### config.mk
export PLATFORM = sky130hd
export DESIGN_NAME = mcc_mac_control
export DESIGN_NICKNAME = d
export VERILOG_FILES = /design/src/rtl/mcc_pkg.sv /design/src/rtl/mcc_mac_control.sv
export SDC_FILE = /design/constraint.sdc
export NUM_CORES = 1
export LEC_CHECK = 0
export ABC_AREA = 1
export BUFFER_PORTS_ARGS = -buffer_cell sky130_fd_sc_hd__buf_2
export CORE_UTILIZATION = 45
export CTS_CLUSTER_DIAMETER = 50
export CTS_CLUSTER_SIZE = 12
export DETAILED_ROUTE_END_ITERATION = 8
export GPL_TIMING_DRIVEN = 1
export PLACE_DENSITY = 0.65
export SLEW_MARGIN = 20
export SYNTH_ARGS = -nofsm -noshare
export SYNTH_HDL_FRONTEND = slang
export SYNTH_SLANG_ARGS = --single-unit
### constraint.sdc
create_clock -name clk_in -period 3.1 [get_ports clk_in]
set_clock_uncertainty 0.2 [all_clocks]
set_input_delay 0.62 -clock clk_in [delete_from_list [all_inputs] [get_ports clk_in]]
set_output_delay 0.62 -clock clk_in [all_outputs]
set_load 0.005 [all_outputs]
### src/rtl/mcc_pkg.sv
package mcc_pkg;
  // Host window addresses
  localparam logic [7:0] HOST_IADDR = 8'h0a;
  localparam logic [7:0] HOST_DHIGH = 8'h0b;
  localparam logic [7:0] HOST_DLOW  = 8'h0c;
  localparam logic [7:0] HOST_INIT  = 8'h0d;
  // Indirect register indices
  localparam logic [7:0] IDX_CTL    = 8'h00;
  localparam logic [7:0] IDX_CFG    = 8'h01;
  localparam logic [7:0] IDX_B2B    = 8'h02;
  localparam logic [7:0] IDX_NB2B   = 8'h03;
  localparam logic [7:0] IDX_RETRY  = 8'h04;
  localparam logic [7:0] IDX_FRMLEN = 8'h05;
  localparam logic [7:0] IDX_AD0    = 8'h10;
  localparam logic [7:0] IDX_AD1    = 8'h11;
  localparam logic [7:0] IDX_AD2    = 8'h12;
  // Reset values
  localparam logic [15:0] CTL_RST    = 16'h8000;
  localparam logic [15:0] CFG_RST    = 16'h0000;
  localparam logic [15:0] RETRY_RST  = 16'h370f;
  localparam logic [15:0] FRMLEN_RST = 16'h0600;
  // Read masks, reserved bits read as zero
  localparam logic [15:0] CTL_RMASK  = 16'hfffd;
  localparam logic [15:0] CFG_RMASK  = 16'h73fb;
  // Control bit positions
  localparam int CTL_RNG  = 14;
  localparam int CTL_LOOP = 4;
  localparam int CTL_TXFC = 3;
  localparam int CTL_RXFC = 2;
  localparam int CTL_RXEN = 0;
  // Configuration bit positions
  localparam int CFG_NOABRT = 14;
  localparam int CFG_BPBOD  = 13;
  localparam int CFG_COLBOD = 12;
  localparam int CFG_LPRE   = 9;
  localparam int CFG_PPRE   = 8;
  localparam int CFG_PADLO  = 6;
  localparam int CFG_PADON  = 5;
  localparam int CFG_CRC    = 4;
  localparam int CFG_HDR    = 3;
  localparam int CFG_LENCMP = 1;
  localparam int CFG_FDX    = 0;
  // Frame figures
  localparam logic [6:0] PAD_SHORT = 7'h3c;
  localparam logic [6:0] PAD_LONG  = 7'h40;
  localparam logic [3:0] PRE_LIMIT = 4'hc;
  localparam logic [2:0] HDR_BYTES = 3'h4;
  // Backoff generator, seed arbitrary nonzero
  localparam logic [15:0] RNG_SEED = 16'hace1;
  localparam logic [15:0] RNG_TAPS = 16'hb400;

  typedef struct packed {
    logic [7:0] data;
    logic       last;
    logic       pause;
  } mcc_beat_t;

  typedef struct packed {
    logic       full_duplex;
    logic       abort_on_defer;
    logic       bp_backoff;
    logic       col_backoff;
    logic [3:0] pre_limit;
    logic       pure_pre;
    logic       crc_append;
    logic [6:0] pad_len;
    logic [2:0] hdr_skip;
    logic       len_check;
  } mcc_policy_t;

  typedef struct packed {
    logic [15:0] b2b_gap;
    logic [15:0] nb2b_gap;
    logic [15:0] retry;
    logic [15:0] max_len;
  } mcc_timing_t;
endpackage : mcc_pkg

### src/rtl/mcc_mac_control.sv
// Behaviour
// - Nine 16-bit indirect registers at 0x00-0x05 and station address 0x10-0x12.
// - Writing one to control bit 14 reseeds the backoff random generator.
// - Loopback bit routes transmit data back as receive data internally.
// - Full duplex: transmit flow bit clear blocks PAUSE frames, set passes them.
// - Full duplex: receive flow bit set acts on received PAUSE, clear ignores.
// - Receive enable clear blocks received packets from the next frame start; set delivers them.
// - Abort disable clear aborts on excess deferral; set retries indefinitely.
// - Half duplex: back pressure collision uses backoff unless bit 13 set.
// - Half duplex: collision uses backoff unless bit 12 set.
// - Long preamble reject discards preambles above 12 bytes.
// - Preamble enforcement checks for error-free 0x55 bytes.
// - Pad mode is ignored while pad enable is zero.
// - CRC append set adds CRC; clear means frames already carry one.
// - Padding pads short frames to 60 bytes, or 64 with low mode bit.
// - Header bit excludes first four bytes from the CRC.
// - Length check compares frame length with the Length/Type field.
// - Duplex bit: zero half duplex, one full duplex.
// - Address, data bytes, initiate write commits; initiate read fetches.
`timescale 1ns/1ns
`default_nettype none

module mcc_fifo #(
  parameter int W     = 10,
  parameter int DEPTH = 8
) (
  // Clock and reset
  input  wire logic         clk_in,
  input  wire logic         reset_n_in,
  // Fill side
  input  wire logic [W-1:0] in_data_in,
  input  wire logic         in_valid_in,
  output logic              in_ready_out,
  // Drain side
  output logic [W-1:0]      out_data_out,
  output logic              out_valid_out,
  input  wire logic         out_ready_in
);
  localparam int AW = $clog2(DEPTH);

  typedef struct packed {
    logic [DEPTH-1:0][W-1:0] mem;
    logic [AW-1:0]           wp;
    logic [AW-1:0]           rp;
    logic [AW:0]             cnt;
    logic                    full;
    logic                    empty;
  } mcc_fifo_t;

  mcc_fifo_t r_reg;
  mcc_fifo_t r_next;
  logic      push;
  logic      pop;

  // Flags kept as flops so both ready and valid are glitch free
  always_comb begin
    r_next = r_reg;
    push   = in_valid_in && !r_reg.full;
    pop    = out_ready_in && !r_reg.empty;
    if (push) begin
      r_next.mem[r_reg.wp] = in_data_in;
      r_next.wp = r_reg.wp + 1'b1;
    end
    if (pop) begin
      r_next.rp = r_reg.rp + 1'b1;
    end
    if (push && !pop) begin
      r_next.cnt = r_reg.cnt + 1'b1;
    end else if (pop && !push) begin
      r_next.cnt = r_reg.cnt - 1'b1;
    end
    r_next.full  = (r_next.cnt == (AW+1)'(DEPTH));
    r_next.empty = (r_next.cnt == '0);
  end

  always_ff @(posedge clk_in or negedge reset_n_in) begin
    if (!reset_n_in) begin
      r_reg       <= '0;
      r_reg.empty <= 1'b1;
    end else begin
      r_reg <= r_next;
    end
  end

  assign in_ready_out  = !r_reg.full;
  assign out_valid_out = !r_reg.empty;
  assign out_data_out  = r_reg.mem[r_reg.rp];
endmodule : mcc_fifo

module mcc_mac_control #(
  parameter int FIFO_DEPTH = 8
) (
  // Clock and reset
  input  wire logic             clk_in,
  input  wire logic             reset_n_in,
  // Host register window
  input  wire logic [7:0]       host_addr_in,
  input  wire logic [7:0]       host_wdata_in,
  input  wire logic             host_wr_in,
  input  wire logic             host_rd_in,
  output logic [7:0]            host_rdata_out,
  output logic                  host_rvalid_out,
  // Transmit stream from host buffer
  input  wire mcc_pkg::mcc_beat_t tx_beat_in,
  input  wire logic             tx_valid_in,
  output logic                  tx_ready_out,
  // Transmit stream to physical layer
  output mcc_pkg::mcc_beat_t    phy_tx_beat_out,
  output logic                  phy_tx_valid_out,
  input  wire logic             phy_tx_ready_in,
  // Receive stream from physical layer
  input  wire mcc_pkg::mcc_beat_t phy_rx_beat_in,
  input  wire logic             phy_rx_valid_in,
  // Receive stream to host buffer
  output mcc_pkg::mcc_beat_t    rx_beat_out,
  output logic                  rx_valid_out,
  input  wire logic             rx_ready_in,
  // Settings and events for the frame engines
  output logic                  pause_act_out,
  output mcc_pkg::mcc_policy_t  policy_out,
  output mcc_pkg::mcc_timing_t  timing_out,
  output logic [47:0]           station_addr_out,
  output logic [15:0]           backoff_random_out
);
  typedef struct packed {
    logic [15:0]          ctl;
    logic [15:0]          cfg;
    mcc_pkg::mcc_timing_t tim;
    logic [15:0]          ad0;
    logic [15:0]          ad1;
    logic [15:0]          ad2;
    logic [7:0]           iaddr;
    logic [7:0]           dh;
    logic [7:0]           dl;
    logic [7:0]           rdata;
    logic                 rvalid;
    logic [15:0]          rng;
    mcc_pkg::mcc_beat_t   txb;
    logic                 txv;
    mcc_pkg::mcc_beat_t   rxb;
    logic                 rxv;
    logic                 rx_in_frame;
    logic                 rx_drop;
    logic                 pause_act;
    mcc_pkg::mcc_policy_t pol;
  } mcc_state_t;

  mcc_state_t         r_reg;
  mcc_state_t         r_next;
  mcc_pkg::mcc_beat_t f_beat;
  logic               f_valid;
  logic               f_ready;
  logic               f_block;
  logic [15:0]        ird;
  logic [15:0]        wval;
  logic               fdx;
  logic               loop;
  logic               tx_slot;
  logic               rx_slot;
  logic               rx_sof;
  logic               rx_drop_now;

  mcc_fifo #(
    .W     ($bits(mcc_pkg::mcc_beat_t)),
    .DEPTH (FIFO_DEPTH)
  ) u_tx_fifo (
    .clk_in        (clk_in),
    .reset_n_in    (reset_n_in),
    .in_data_in    (tx_beat_in),
    .in_valid_in   (tx_valid_in),
    .in_ready_out  (tx_ready_out),
    .out_data_out  (f_beat),
    .out_valid_out (f_valid),
    .out_ready_in  (f_ready)
  );

  always_comb begin
    r_next         = r_reg;
    r_next.rvalid  = 1'b0;
    r_next.pause_act = 1'b0;
    fdx            = r_reg.cfg[mcc_pkg::CFG_FDX];
    loop           = r_reg.ctl[mcc_pkg::CTL_LOOP];
    wval           = {r_reg.dh, r_reg.dl};
    // Indirect read mux, unmapped indices read zero
    unique case (r_reg.iaddr)
      mcc_pkg::IDX_CTL:    ird = r_reg.ctl & mcc_pkg::CTL_RMASK;
      mcc_pkg::IDX_CFG:    ird = r_reg.cfg & mcc_pkg::CFG_RMASK;
      mcc_pkg::IDX_B2B:    ird = r_reg.tim.b2b_gap;
      mcc_pkg::IDX_NB2B:   ird = r_reg.tim.nb2b_gap;
      mcc_pkg::IDX_RETRY:  ird = r_reg.tim.retry;
      mcc_pkg::IDX_FRMLEN: ird = r_reg.tim.max_len;
      mcc_pkg::IDX_AD0:    ird = r_reg.ad0;
      mcc_pkg::IDX_AD1:    ird = r_reg.ad1;
      mcc_pkg::IDX_AD2:    ird = r_reg.ad2;
      default:             ird = 16'h0000;
    endcase
    // Generator free runs so backoff slots differ between stations
    if (r_reg.rng[0]) begin
      r_next.rng = (r_reg.rng >> 1) ^ mcc_pkg::RNG_TAPS;
    end else begin
      r_next.rng = r_reg.rng >> 1;
    end
    if (host_wr_in) begin
      unique case (host_addr_in)
        mcc_pkg::HOST_IADDR: r_next.iaddr = host_wdata_in;
        mcc_pkg::HOST_DHIGH: r_next.dh = host_wdata_in;
        mcc_pkg::HOST_DLOW:  r_next.dl = host_wdata_in;
        mcc_pkg::HOST_INIT: begin
          unique case (r_reg.iaddr)
            mcc_pkg::IDX_CTL: begin
              r_next.ctl = wval;
              if (wval[mcc_pkg::CTL_RNG]) begin
                r_next.rng = mcc_pkg::RNG_SEED;
              end
            end
            mcc_pkg::IDX_CFG:    r_next.cfg = wval;
            mcc_pkg::IDX_B2B:    r_next.tim.b2b_gap = wval;
            mcc_pkg::IDX_NB2B:   r_next.tim.nb2b_gap = wval;
            mcc_pkg::IDX_RETRY:  r_next.tim.retry = wval;
            mcc_pkg::IDX_FRMLEN: r_next.tim.max_len = wval;
            mcc_pkg::IDX_AD0:    r_next.ad0 = wval;
            mcc_pkg::IDX_AD1:    r_next.ad1 = wval;
            mcc_pkg::IDX_AD2:    r_next.ad2 = wval;
            default:             r_next.ad2 = r_reg.ad2;
          endcase
        end
        default: r_next.iaddr = r_reg.iaddr;
      endcase
    end
    if (host_rd_in) begin
      r_next.rvalid = 1'b1;
      unique case (host_addr_in)
        mcc_pkg::HOST_IADDR: r_next.rdata = r_reg.iaddr;
        mcc_pkg::HOST_DHIGH: r_next.rdata = r_reg.dh;
        mcc_pkg::HOST_DLOW:  r_next.rdata = r_reg.dl;
        mcc_pkg::HOST_INIT: begin
          {r_next.dh, r_next.dl} = ird;
          r_next.rdata = 8'h00;
        end
        default: r_next.rdata = 8'h00;
      endcase
    end
    // Policy for the frame engines, one cycle behind the registers
    r_next.pol.full_duplex    = fdx;
    r_next.pol.abort_on_defer = !r_reg.cfg[mcc_pkg::CFG_NOABRT];
    r_next.pol.bp_backoff     = !fdx && !r_reg.cfg[mcc_pkg::CFG_BPBOD];
    r_next.pol.col_backoff    = !fdx && !r_reg.cfg[mcc_pkg::CFG_COLBOD];
    r_next.pol.pre_limit      = r_reg.cfg[mcc_pkg::CFG_LPRE] ? mcc_pkg::PRE_LIMIT : 4'h0;
    r_next.pol.pure_pre       = r_reg.cfg[mcc_pkg::CFG_PPRE];
    r_next.pol.crc_append     = r_reg.cfg[mcc_pkg::CFG_CRC];
    r_next.pol.hdr_skip       = r_reg.cfg[mcc_pkg::CFG_HDR] ? mcc_pkg::HDR_BYTES : 3'h0;
    r_next.pol.len_check      = r_reg.cfg[mcc_pkg::CFG_LENCMP];
    // Pad mode only counts with pad and CRC both on
    if (!r_reg.cfg[mcc_pkg::CFG_PADON] || !r_reg.cfg[mcc_pkg::CFG_CRC]) begin
      r_next.pol.pad_len = 7'h00;
    end else if (r_reg.cfg[mcc_pkg::CFG_PADLO]) begin
      r_next.pol.pad_len = mcc_pkg::PAD_LONG;
    end else begin
      r_next.pol.pad_len = mcc_pkg::PAD_SHORT;
    end
    // Output handshakes
    tx_slot = !r_reg.txv || phy_tx_ready_in;
    rx_slot = !r_reg.rxv || rx_ready_in;
    if (r_reg.txv && phy_tx_ready_in) begin
      r_next.txv = 1'b0;
    end
    if (r_reg.rxv && rx_ready_in) begin
      r_next.rxv = 1'b0;
    end
    // Blocked beats are drained and dropped so the buffer never wedges
    f_block = f_beat.pause && fdx && !r_reg.ctl[mcc_pkg::CTL_TXFC];
    if (loop) begin
      f_ready = f_block || !r_reg.ctl[mcc_pkg::CTL_RXEN] || rx_slot;
    end else begin
      f_ready = f_block || tx_slot;
    end
    if (f_valid && !f_block) begin
      if (loop && r_reg.ctl[mcc_pkg::CTL_RXEN] && rx_slot) begin
        r_next.rxb = f_beat;
        r_next.rxv = 1'b1;
      end else if (!loop && tx_slot) begin
        r_next.txb = f_beat;
        r_next.txv = 1'b1;
      end
    end
    // Receive gate decided per frame at its first beat
    rx_sof      = !r_reg.rx_in_frame;
    rx_drop_now = rx_sof ? !r_reg.ctl[mcc_pkg::CTL_RXEN] : r_reg.rx_drop;
    if (phy_rx_valid_in && !loop) begin
      r_next.rx_drop     = rx_drop_now;
      r_next.rx_in_frame = !phy_rx_beat_in.last;
      // No stall toward the line: a beat meeting a full slot is lost
      if (!rx_drop_now && rx_slot) begin
        r_next.rxb = phy_rx_beat_in;
        r_next.rxv = 1'b1;
      end
      if (phy_rx_beat_in.pause && phy_rx_beat_in.last) begin
        r_next.pause_act = fdx && r_reg.ctl[mcc_pkg::CTL_RXFC];
      end
    end
  end

  always_ff @(posedge clk_in or negedge reset_n_in) begin
    if (!reset_n_in) begin
      r_reg             <= '0;
      r_reg.ctl         <= mcc_pkg::CTL_RST;
      r_reg.cfg         <= mcc_pkg::CFG_RST;
      r_reg.tim.retry   <= mcc_pkg::RETRY_RST;
      r_reg.tim.max_len <= mcc_pkg::FRMLEN_RST;
      r_reg.rng         <= mcc_pkg::RNG_SEED;
      r_reg.pol.abort_on_defer <= 1'b1;
      r_reg.pol.bp_backoff     <= 1'b1;
      r_reg.pol.col_backoff    <= 1'b1;
    end else begin
      r_reg <= r_next;
    end
  end

  assign host_rdata_out     = r_reg.rdata;
  assign host_rvalid_out    = r_reg.rvalid;
  assign phy_tx_beat_out    = r_reg.txb;
  assign phy_tx_valid_out   = r_reg.txv;
  assign rx_beat_out        = r_reg.rxb;
  assign rx_valid_out       = r_reg.rxv;
  assign pause_act_out      = r_reg.pause_act;
  assign policy_out         = r_reg.pol;
  assign timing_out         = r_reg.tim;
  assign station_addr_out   = {r_reg.ad2, r_reg.ad1, r_reg.ad0};
  assign backoff_random_out = r_reg.rng;

  logic init_wr;
  logic init_rd;
  assign init_wr = host_wr_in && host_addr_in == mcc_pkg::HOST_INIT;
  assign init_rd = host_rd_in && host_addr_in == mcc_pkg::HOST_INIT && !host_wr_in;
endmodule : mcc_mac_control

`default_nettype wire

==> results of run 1 <==
==> Yosys cell counts (4+ instances only) <==
cell type	instances	area share [%]
buf_4	184	9.2
nand4_1	7	0.29
nand2_1	359	8.9
a221oi_1	4	0.23
xor2_1	7	0.41
a31oi_1	22	0.91
a22o_1	27	1.6
nor3_1	8	0.27
buf_2	18	0.60
or2_2	6	0.25
o21ai_1	41	1.4
o21ai_0	256	8.5
xnor2_1	4	0.23
inv_2	11	0.27
nor2_4	4	0.30
nand2_2	7	0.29
inv_1	122	3.0
a21oi_1	45	1.5
nand3_2	4	0.27
a211oi_1	7	0.35
dfstp_2	24	4.2
nand3_1	37	1.2
o211ai_1	9	0.45
clkbuf_1	50	1.2
a22oi_1	11	0.55
ha_1	4	0.33
a41oi_1	6	0.35
o22ai_1	10	0.42
dfrtp_1	292	49
nor2_1	96	2.4
==> how the worst max path moves through the flow <==
stage	from	end	depth (start not counted)
floorplan	host_addr_in[5]	r_reg[235]$_DFFE_PN0P_	10
global placement	host_addr_in[5]	station_addr_out[38]$_DFFE_PN0P_	10
detailed placement	host_addr_in[7]	station_addr_out[33]$_DFFE_PN0P_	10
CTS	u_tx_fifo.r_reg[7]$_DFFE_PN0P_	rx_beat_out[1]$_DFF_PN0_	9
global route	u_tx_fifo.r_reg[7]$_DFFE_PN0P_	rx_beat_out[1]$_DFF_PN0_	9
finish	u_tx_fifo.r_reg[7]$_DFFE_PN0P_	rx_beat_out[8]$_DFF_PN0_	7
==> stage by stage <==
stage	hold WS [ns]	worst slack (ns)
5_1_grt	0.01768	0.4636
3_5_place_dp	0.1964	0.4705
3_3_place_gp	0.2018	0.6086
6_report	0.03251	0.6800
4_1_cts	0.01390	0.6764
2_1_floorplan	0.1244	1.043
==> metal layers <==
| metal | wire (um) | vias to the layer above |
|---|---|---|
| li1 | - | 5519 |
| met1 | 17920 | 5664 |
| met2 | 19280 | 542 |
| met3 | 4062 | 81 |
| met4 | 1095 | 0 |
| met5 | 0 | - |
==> cell type report <==
| type | instances | area [um2] | share of cell area, % |
|---|---|---|---|
| Clock buffer | 53 | 1049 | 6.321 |
| Inverter | 133 | 499.2 | 3.010 |
| Multi-Input combinational cell | 1007 | 4950 | 29.84 |
| Tap cell | 442 | 553.0 | 3.334 |
| Clock inverter | 14 | 195.2 | 1.177 |
| Sequential cell | 316 | 7938 | 47.85 |
| Timing Repair Buffer | 255 | 1404 | 8.463 |
==> cells by family after synthesis <==
family                     Yosys count  share of synthesized area, %
other                                1                       0.02489
and+or+nand+nor                    544                         15.31
DFF                                316                         52.69
adders and majority gates            4                        0.3322
AOI/OAI and AO/OA                  442                         16.42
xor gates and xnor gates            11                        0.6395
buffers and inverters              389                         14.58
==> where the power goes <==
| group | total [W] | internal (W) | switching [W] | leakage, nW |
|---|---|---|---|---|
| Combinational | 0.00297 | 0.00105 | 0.00192 | 3.37 |
| Clock | 0.00448 | 0.00271 | 0.00176 | 0.603 |
| Sequential | 0.00540 | 0.00493 | 0.000468 | 4.08 |
==> repair_timing <==
| action | CTS | global route |
|---|---|---|
| buffers inserted | 0 | 0 |
| setup endpoints to repair | 0 | 0 |
| hold endpoints to repair | 56 | 0 |
| hold buffers | 1 | 0 |
==> out/results.txt, run 1 <==
status = completed
clk slew on worst S/H paths = 0.06 ns
library cells used by synthesis = 46
EDFF count, synth = 0
clk buf depth = 3
Critical R2R Capture = rx_beat_out[8]$_DFF_PN0_
final core occ = 50.72%
area of the mapped netlist = 15070 um2
Num CTS Buffers = 38
Design Power = 0.01285 W
Total GRT Usage = 25.20%
FF-to-FF path depth = 7
GR peak layer = met2
routed vias/inst = 5.318
Finished Layout Cells = 2220
CP Max Fanout = 23
family with the most delay on the worst path = flip-flops
R2R Setup Slk = 0.68 ns
Root Driver = clkbuf_16
Max-Slew Margin vs Limit = 46.75%
Initial DRT Pass Iterations = 5
H-tree depth = 2
kind of critical path = register to register
DR DRC count = 0
first-pass GRT wire length = 65490 um
HP Start = host_rd_in
Hold WC Path Type = input pin to register
Slowest Stage Delay on Critical Path = 0.86 ns
asr flop ratio synth = 100.0%
Hold Path Stages = 1
Cells after Synth = 1707
minimum clock period = 2.420 ns
initial drt markers = 1013
critical path cell sequence = buf_4 > o21ai_0 > o21ai_0 > a21oi_1 > a31oi_1 > nand3_1 > a31oi_1
area growth from synthesis to layout = 10.10%
Yosys reg bits = 316
share of cells above drive strength 1 = 21.26%
Initial Util = 46.07%
PwrDens = 774.5 nW/um2
most common cell after layout, fill and taps aside = nand2_1
via count = 11.81k
FF-to-FF Start = u_tx_fifo.r_reg[7]$_DFFE_PN0P_
number of max-cap violations = 0
sequential-to-total area share from yosys stat = 52.69%
nets = 1799
# IOs = 226
Buf+Inv Stages, Crit Path = 1
Worst Hold Path EP = host_rvalid_out$_DFF_PN0_
final hold viol count = 0
Setup TNS Final = 0 ns
post-CTS sizing = 0
half-perimeter wire length after placement = 29610 um
CTS sink count = 316
Ys Warns = 0
Avg WL per Cell = 19.08 um
placed cells = 2152
core box area = 32700 um2
DP Area = 15330 um2
GRT met2 Usage = 38.81%
count of final max-slew check failures = 0
Die X = 185.0 um
die area = 34220 um2
Static Leak = 8.057 nW
worst-path cell with the longest stage delay = dfrtp_1
Critical Path Source Type = register
Max Freq = 413.2 MHz
VDD IR-drop max = 347.9 uV
Largest register FFs = 92
Fill cells = 3102
Final ANT Viol Nets = 0
unrepaired setup endpoints after global routing = no
Most used DFF post-synth = dfrtp_1
fin area = 16590 um2
most frequent cells in the layout = nand2_1 (359), dfrtp_1 (292), o21ai_0 (256), buf_2 (218), inv_1 (122)
critical path arrival = 2.64 ns
# diodes = 0
chip height = 185.0 um
CTS tree = done
Worst-Margin Slew = 0.7988 ns
FP Rows = 66
Worst setup EP type = register
Finish-stage setup viols = 0
antenna violations before repair = 0
largest net degree at the start of global routing = 73
Clk Latency, worst-skew pair = 0.52 ns
Routed WL = 42360 um
met3 usage = 6.017%
GR Util met1 = 35.11%
GPL Wtd Cong = 0.8953
mean post-synth cell area = 8.826 um2
PortBufs = 219
final worst-path cycle share = 78.07%
vias in the first global route = 11.11k
Worst Path Required = 3.32 ns
total gr overflow = 0
No activity file was read; power rests on OpenSTA's default activity.
==> run 2, diff against run 1 <==
==> constraint.sdc (replaced) <==
create_clock -name clk_in -period 2.25 [get_ports clk_in]
set_clock_uncertainty 0.2 [all_clocks]
set_input_delay 0.45 -clock clk_in [delete_from_list [all_inputs] [get_ports clk_in]]
set_output_delay 0.45 -clock clk_in [all_outputs]
set_load 0.005 [all_outputs]
==> run 2 against run 1 <==
Core utilization rose by 1.9 points. Critical path type unchanged. Critical endpoint is now timing_out[51]$_DFFE_PN0P_. Largest power group unchanged. Final area is 3.8% higher. Wire length increased by 0.24%.
==> out/results.txt, run 2 (synthesis gave the netlist of run 1 again) <==
Static Leak = 8.375 nW (+4.0%)
Finish-stage setup viols = 0 (unchanged)
H-tree depth = 2 (unchanged)
chip height = 185.0 um (unchanged)
Max Freq = 465.9 MHz (+13%)
family with the most delay on the worst path = simple AND/OR/NAND/NOR gates
Setup TNS Final = 0 ns (unchanged)
minimum clock period = 2.146 ns (-0.2735 ns)
routed vias/inst = 5.247 (-1.3%)
# diodes = 0 (unchanged)
GRT met2 Usage = 39.25% (+0.44 points)
critical path cell sequence = inv_1 > nand2_1 > nor2_2 > nand2_1 > nor2_4 > buf_4 > nand2_1 > buf_12 > nand2_1 > o21ai_0
most frequent cells in the layout = nand2_1 (359), dfrtp_1 (291), o21ai_0 (256), buf_2 (218), inv_1 (121)
most common cell after layout, fill and taps aside = nand2_1
GR peak layer = met2
placed cells = 2196 (+2.0%)
clk buf depth = 3 (unchanged)
Sw Ratio = 32.12% (-0.18 points)
Worst setup EP type = register
Worst-Margin Slew = 0.5700 ns (-0.2288 ns)
DR DRC count = 0 (unchanged)
CTS tree = done
PortBufs = 219 (unchanged)
total gr overflow = 0 (unchanged)
critical path arrival = 2.31 ns (-0.33 ns)
# IOs = 226 (unchanged)
nets = 1861 (+3.4%)
Most common cell on crit path = nand2_1
Largest register FFs = 92 (unchanged)
Max-Slew Margin vs Limit = 61.96% (+15 points)
final setup margin = 0.1035 ns (-0.5765 ns)
vias in the first global route = 11.33k (+2.0%)
FP Rows = 66 (unchanged)
Hold WC Path Type = input pin to register
worst slack, placed = 0.09570 ns (-0.3748 ns)
first-pass GRT wire length = 65490 um (about the same)
via count = 11.98k (+1.5%)
area growth from synthesis to layout = 14.23%
Routed WL = 42460 um (+0.24%)
Die X = 185.0 um (unchanged)
CTS sink count = 316 (unchanged)
multi-input logic area = 4964 um2 (+0.28%)
sw power = 0.005689 W (+37%)
final hold viol count = 0 (unchanged)
FF/Latch Area = 7939 um2 (about the same)
Critical Path Source Type = register
Initial DRT Pass Iterations = 5 (unchanged)
clk slew on worst S/H paths = 0.06 ns (about the same)
largest net degree at the start of global routing = 57 (-22%)
share of cells above drive strength 1 = 23.52% (+2.3 points)
VDD IR-drop max = 573.3 uV (+65%)
Slowest Stage Delay on Critical Path = 0.37 ns (-0.49 ns)
Worst Path Required = 2.41 ns (-0.91 ns)
GPL Wtd Cong = 0.8971 (+0.20%)
antenna violations before repair = 0 (unchanged)
status = completed
kind of critical path = register to register
final worst-path cycle share = 95.40% (+17 points)
Final ANT Viol Nets = 0 (unchanged)
PwrDens = 1029 nW/um2 (+33%)
count of final max-slew check failures = 0 (unchanged)
core box area = 32700 um2 (unchanged)
half-perimeter wire length after placement = 30570 um (+3.2%)
die area = 34220 um2 (unchanged)
Clk pwr share = 32.7% (-2.1 points)
Power Internal = 0.01202 W (+38%)
initial drt markers = 928 (-8.4%)
Buf+Inv Stages, Crit Path = 3 (+2)
Total GRT Usage = 25.13% (-0.076 points)
Finished Layout Cells = 2283 (+2.8%)
CP Max Fanout = 32 (+39%)
Num CTS Buffers = 36 (-5.3%)
number of max-cap violations = 0 (unchanged)
Worst Hold Slack = 0.01389 ns (-0.01862 ns)
Initial Util = 46.07% (unchanged)
Avg WL per Cell = 18.60 um (-2.5%)
final core occ = 52.63% (+1.9 points)
Root Driver = clkbuf_16
Comb pwr share = 25.4% (+2.3 points)
met3 usage = 4.404% (-1.6 points)
register share of total power = 41.9% (about the same)
Fill cells = 3018 (-2.7%)
worst-path cell with the longest stage delay = dfrtp_1
GR Util met1 = 35.87% (+0.77 points)
Clk Latency, worst-skew pair = 0.51 ns (about the same)
-- run 2: cell types whose count changed in the layout (fill, tap and decap cells not counted), moves of 2 or more --
cell | before | now
buf_12 | 2 | 15
buf_4 | 33 | 72
bufinv_16 | 4 | 2
clkbuf_1 | 12 | 14
dlygate4sd3_1 | 1 | 11
inv_6 | 2 | 0
-- run 2: power by group through the flow --
stage | logic (W) | registers [W] | clock network (W)
after CTS | 0.00445 | 0.00742 | 0.00587
after floorplan | 0.00313 | 0.00732 | 0
final | 0.00449 | 0.00743 | 0.00579
after global routing | 0.00507 | 0.00756 | 0.00612
after detailed placement | 0.00440 | 0.00751 | 0
after global placement | 0.00430 | 0.00746 | 0
-- run 2: repair_timing --
item                                    4_1_cts  5_1_grt
buffers inserted                              0        9
hold buffers                                 11        0
gates resized for setup                       0        8
hold endpoints to repair                     53        0
endpoints found under the setup margin        0       35
-- run 2: per-stage QoR --
stage               power [W]  instance area (um2)
floorplan             0.01045                15080
global placement      0.01177                15810
detailed placement    0.01192                15810
CTS                   0.01775                17100
global route          0.01875                17210
finish                0.01771                17210
-- run 2: final cells by class --
class | count | share of cell area [%]
sequential | 316 | 46.13
multi-input combinational | 1007 | 28.84
timing repair buffer | 318 | 12.02
clock buffer | 55 | 6.070
tap | 442 | 3.213
inverter | 133 | 2.937
clock inverter | 11 | 0.7634
timing repair inverter | 1 | 0.02908
-- run 2: worst paths after layout --
kind,startpoint,to,slack (ns),cells after the start
max in group asynchronous,reset_n_in,backoff_random_out[13]$_DFF_PN1_,0.87,3
max,r_reg[90]$_DFFE_PN0P_,timing_out[51]$_DFFE_PN0P_,0.10,10
min reg2reg,r_next[11]$_DFFE_PN0P_,policy_out[11]$_DFF_PN0_,0.22,0
min,tx_beat_in[0],u_tx_fifo.r_reg[62]$_DFFE_PN0P_,0.01,3
max reg2reg,r_reg[90]$_DFFE_PN0P_,timing_out[51]$_DFFE_PN0P_,0.10,10
min in group asynchronous,reset_n_in,u_tx_fifo.r_reg[55]$_DFFE_PN0P_,0.23,2
-- run 2: routing by layer --
metal | part of all wire (%) | up-vias
li1 | - | 5652
met1 | 44 | 5745
met2 | 46 | 518
met3 | 8.3 | 64
met4 | 2.4 | 0
met5 | 0 | -
-- run 2: worst reg2reg max path: cells and delay by family (launching register included) --
kind | cells | cell delay [ns]
AO/OA/AOI/OAI | 1 | 0.07
buffers and inverters | 3 | 0.46
flip-flops | 1 | 0.37
AND/OR/NAND/NOR | 6 | 0.90
==> run 3, diff against run 2 <==
--- a/config.mk
+++ b/config.mk
@@ -7,6 +7,7 @@
 export LEC_CHECK = 0
 export ABC_AREA = 1
 export BUFFER_PORTS_ARGS = -buffer_cell sky130_fd_sc_hd__buf_2
+export CORE_MARGIN = 2
 export CORE_UTILIZATION = 45
 export CTS_CLUSTER_DIAMETER = 50
 export CTS_CLUSTER_SIZE = 12
==> run 3 against run 2 <==
Final area fell by 0.63%. Fmax fell by 0.28%. Combinational power barely moved. Non-clock buffer count fell by 13. Via count barely moved. Largest power group unchanged.
==> out/results.txt, run 3 (synthesis gave the netlist of run 1 again) <==
status = completed
Total GRT Usage = 24.47% (-0.65 points)
unrepaired setup endpoints after global routing = no
half-perimeter wire length after placement = 31030 um (+1.5%)
critical path arrival = 2.32 ns (about the same)
critical path cell sequence = inv_1 > nand2_1 > nor2_2 > nand2_1 > nor2_4 > buf_4 > nand2_1 > buf_12 > nand2_1 > o21ai_0
largest net degree at the start of global routing = 63 (+11%)
clk buf depth = 3 (unchanged)
number of max-cap violations = 0 (unchanged)
area growth from synthesis to layout = 13.51%
Die X = 187.0 um (+1.1%)
clk slew on worst S/H paths = 0.06 ns (about the same)
Sw Ratio = 32.45% (+0.33 points)
Max Freq = 464.6 MHz (-0.28%)
# diodes = 0 (unchanged)
Clk pwr share = 32.4% (-0.3 points)
Worst Path Required = 2.42 ns (about the same)
Num CTS Buffers = 36 (unchanged)
H-tree depth = 2 (unchanged)
Most common cell on crit path = nand2_1
Power Internal = 0.01188 W (-1.1%)
Worst setup EP type = register
via count = 11.97k (-0.075%)
chip height = 187.0 um (+1.1%)
Final ANT Viol Nets = 0 (unchanged)
final worst-path cycle share = 95.67% (+0.27 points)
Clk Latency, worst-skew pair = 0.53 ns (+0.02 ns)
Slowest Stage Delay on Critical Path = 0.42 ns (+0.05 ns)
count of final max-slew check failures = 0 (unchanged)
minimum clock period = 2.153 ns (+0.006092 ns)
initial drt markers = 1083 (+17%)
Routed WL = 43070 um (+1.4%)
Avg WL per Cell = 18.96 um (+2.0%)
CTS sink count = 316 (unchanged)
sw power = 0.005708 W (+0.33%)
Largest register FFs = 92 (unchanged)
Hold WC Path Type = input pin to register
routed vias/inst = 5.271 (+0.45%)
share of cells above drive strength 1 = 23.04% (-0.48 points)
kind of critical path = register to register
Initial DRT Pass Iterations = 5 (unchanged)
vias in the first global route = 11.53k (+1.8%)
Root Driver = clkbuf_16
VDD IR-drop max = 614.7 uV (+7.2%)
CTS tree = done
total gr overflow = 0 (unchanged)
FF-to-FF path depth = 10 (unchanged)
nets = 1847 (-0.75%)
Max-Slew Margin vs Limit = 63.18% (+1.2 points)
Comb pwr share = 25.5% (about the same)
worst-path cell with the longest stage delay = dfrtp_1
Setup TNS Final = 0 ns (unchanged)
Static Leak = 8.337 nW (-0.46%)
register share of total power = 42.1% (+0.2 points)
Design Power = 0.01759 W (-0.67%)
FP Rows = 67 (+1.5%)
PortBufs = 219 (unchanged)
CP Max Fanout = 32 (unchanged)
DR DRC count = 0 (unchanged)
Hold Path Stages = 3 (unchanged)
antenna violations before repair = 0 (unchanged)
GPL Wtd Cong = 0.9151 (+2.0%)
Finish-stage setup viols = 0 (unchanged)
first-pass GRT wire length = 66580 um (+1.7%)
final hold viol count = 0 (unchanged)
die area = 34960 um2 (+2.2%)
# IOs = 226 (unchanged)
PwrDens = 1029 nW/um2 (about the same)
most common cell after layout, fill and taps aside = nand2_1
most frequent cells in the layout = nand2_1 (358), dfrtp_1 (291), o21ai_0 (256), buf_2 (218), inv_1 (122)
Worst-Margin Slew = 0.5524 ns (-0.01758 ns)
core box area = 33280 um2 (+1.8%)
Critical Path Source Type = register
Initial Util = 45.27% (-0.80 points)
-- run 3: cell types whose count changed in the layout (fill, tap and decap cells not counted), sizes merged --
| cell | delta |
|---|---|
| buf | -12 |
| clkbuf | -4 |
| clkinvlp | -3 |
| dlygate4sd3 | -2 |
| inv | +3 |
-- run 3: area by class of cell --
| cell class | instances | area [um2] |
|---|---|---|
| Clock inverter | 12 | 135.1 |
| Clock buffer | 50 | 1003 |
| Inverter | 133 | 501.7 |
| Timing Repair Buffer | 305 | 2004 |
| Sequential cell | 316 | 7939 |
| Tap cell | 448 | 560.5 |
| Multi-Input combinational cell | 1007 | 4957 |
| Fill cell | 3103 | 16180 |
-- run 3: stage by stage --
step                      setup WS, ns  hold slack [ns]  instances  area [um2]  utilization [%]
after global placement          0.1436           0.2022       2198       15830            47.56
after detailed placement       0.09517           0.1952       2198       15830            47.56
after global routing           0.02231          0.01824       2271       17100            51.39
after CTS                       0.1187         0.001071       2269       17060            51.25
after floorplan                 0.3628         -0.04559       1712       15080                -
final                          0.09743          0.01268       2271       17100            51.39
-- run 3: critical path, delay by kind of cell, from the launching register on --
kind | cells | cell delay (ns)
buf+inv | 3 | 0.45
simple gates | 6 | 0.84
flops | 1 | 0.42
compound gates | 1 | 0.10
-- run 3: worst paths after layout --
path	slack (ns)	to	start
max reg2reg	0.1	station_addr_out[47]$_DFFE_PN0P_	r_reg[89]$_DFFE_PN0P_
max	0.1	station_addr_out[47]$_DFFE_PN0P_	r_reg[89]$_DFFE_PN0P_
min in group asynchronous	0.26	u_tx_fifo.r_reg[43]$_DFFE_PN0P_	reset_n_in
min	0.01	rx_beat_out[2]$_DFF_PN0_	phy_rx_beat_in[2]
max in group asynchronous	0.79	rx_beat_out[0]$_DFF_PN0_	reset_n_in
min reg2reg	0.21	policy_out[11]$_DFF_PN0_	r_next[11]$_DFFE_PN0P_
-- run 3: per-layer routing --
layer  share of wire, %  GRT usage, %  wire (um)  vias to the layer above
met5                  0        0.5495          0                        -
met3                8.9         5.047       3825                       86
met2                 45         38.06      19380                      531
met4                3.6         8.730       1566                        0
li1                   -             -          -                     5613
met1                 42         34.02      18300                     5740
-- run 3: repair_timing --
| item | in CTS | in global routing |
|---|---|---|
| setup endpoints to repair | 0 | 16 |
| buffers inserted | 0 | 1 |
| hold endpoints to repair | 61 | 0 |
| gates resized for setup | 0 | 4 |
| hold buffers | 9 | 0 |
-- run 3: power by group through the flow --
stage,Combinational [W],Clock [W],Sequential (W)
floorplan,0.00313,0,0.00732
global placement,0.00429,0,0.00744
detailed placement,0.00439,0,0.00748
CTS,0.00443,0.00579,0.00740
global route,0.00503,0.00602,0.00753
finish,0.00449,0.00569,0.00741
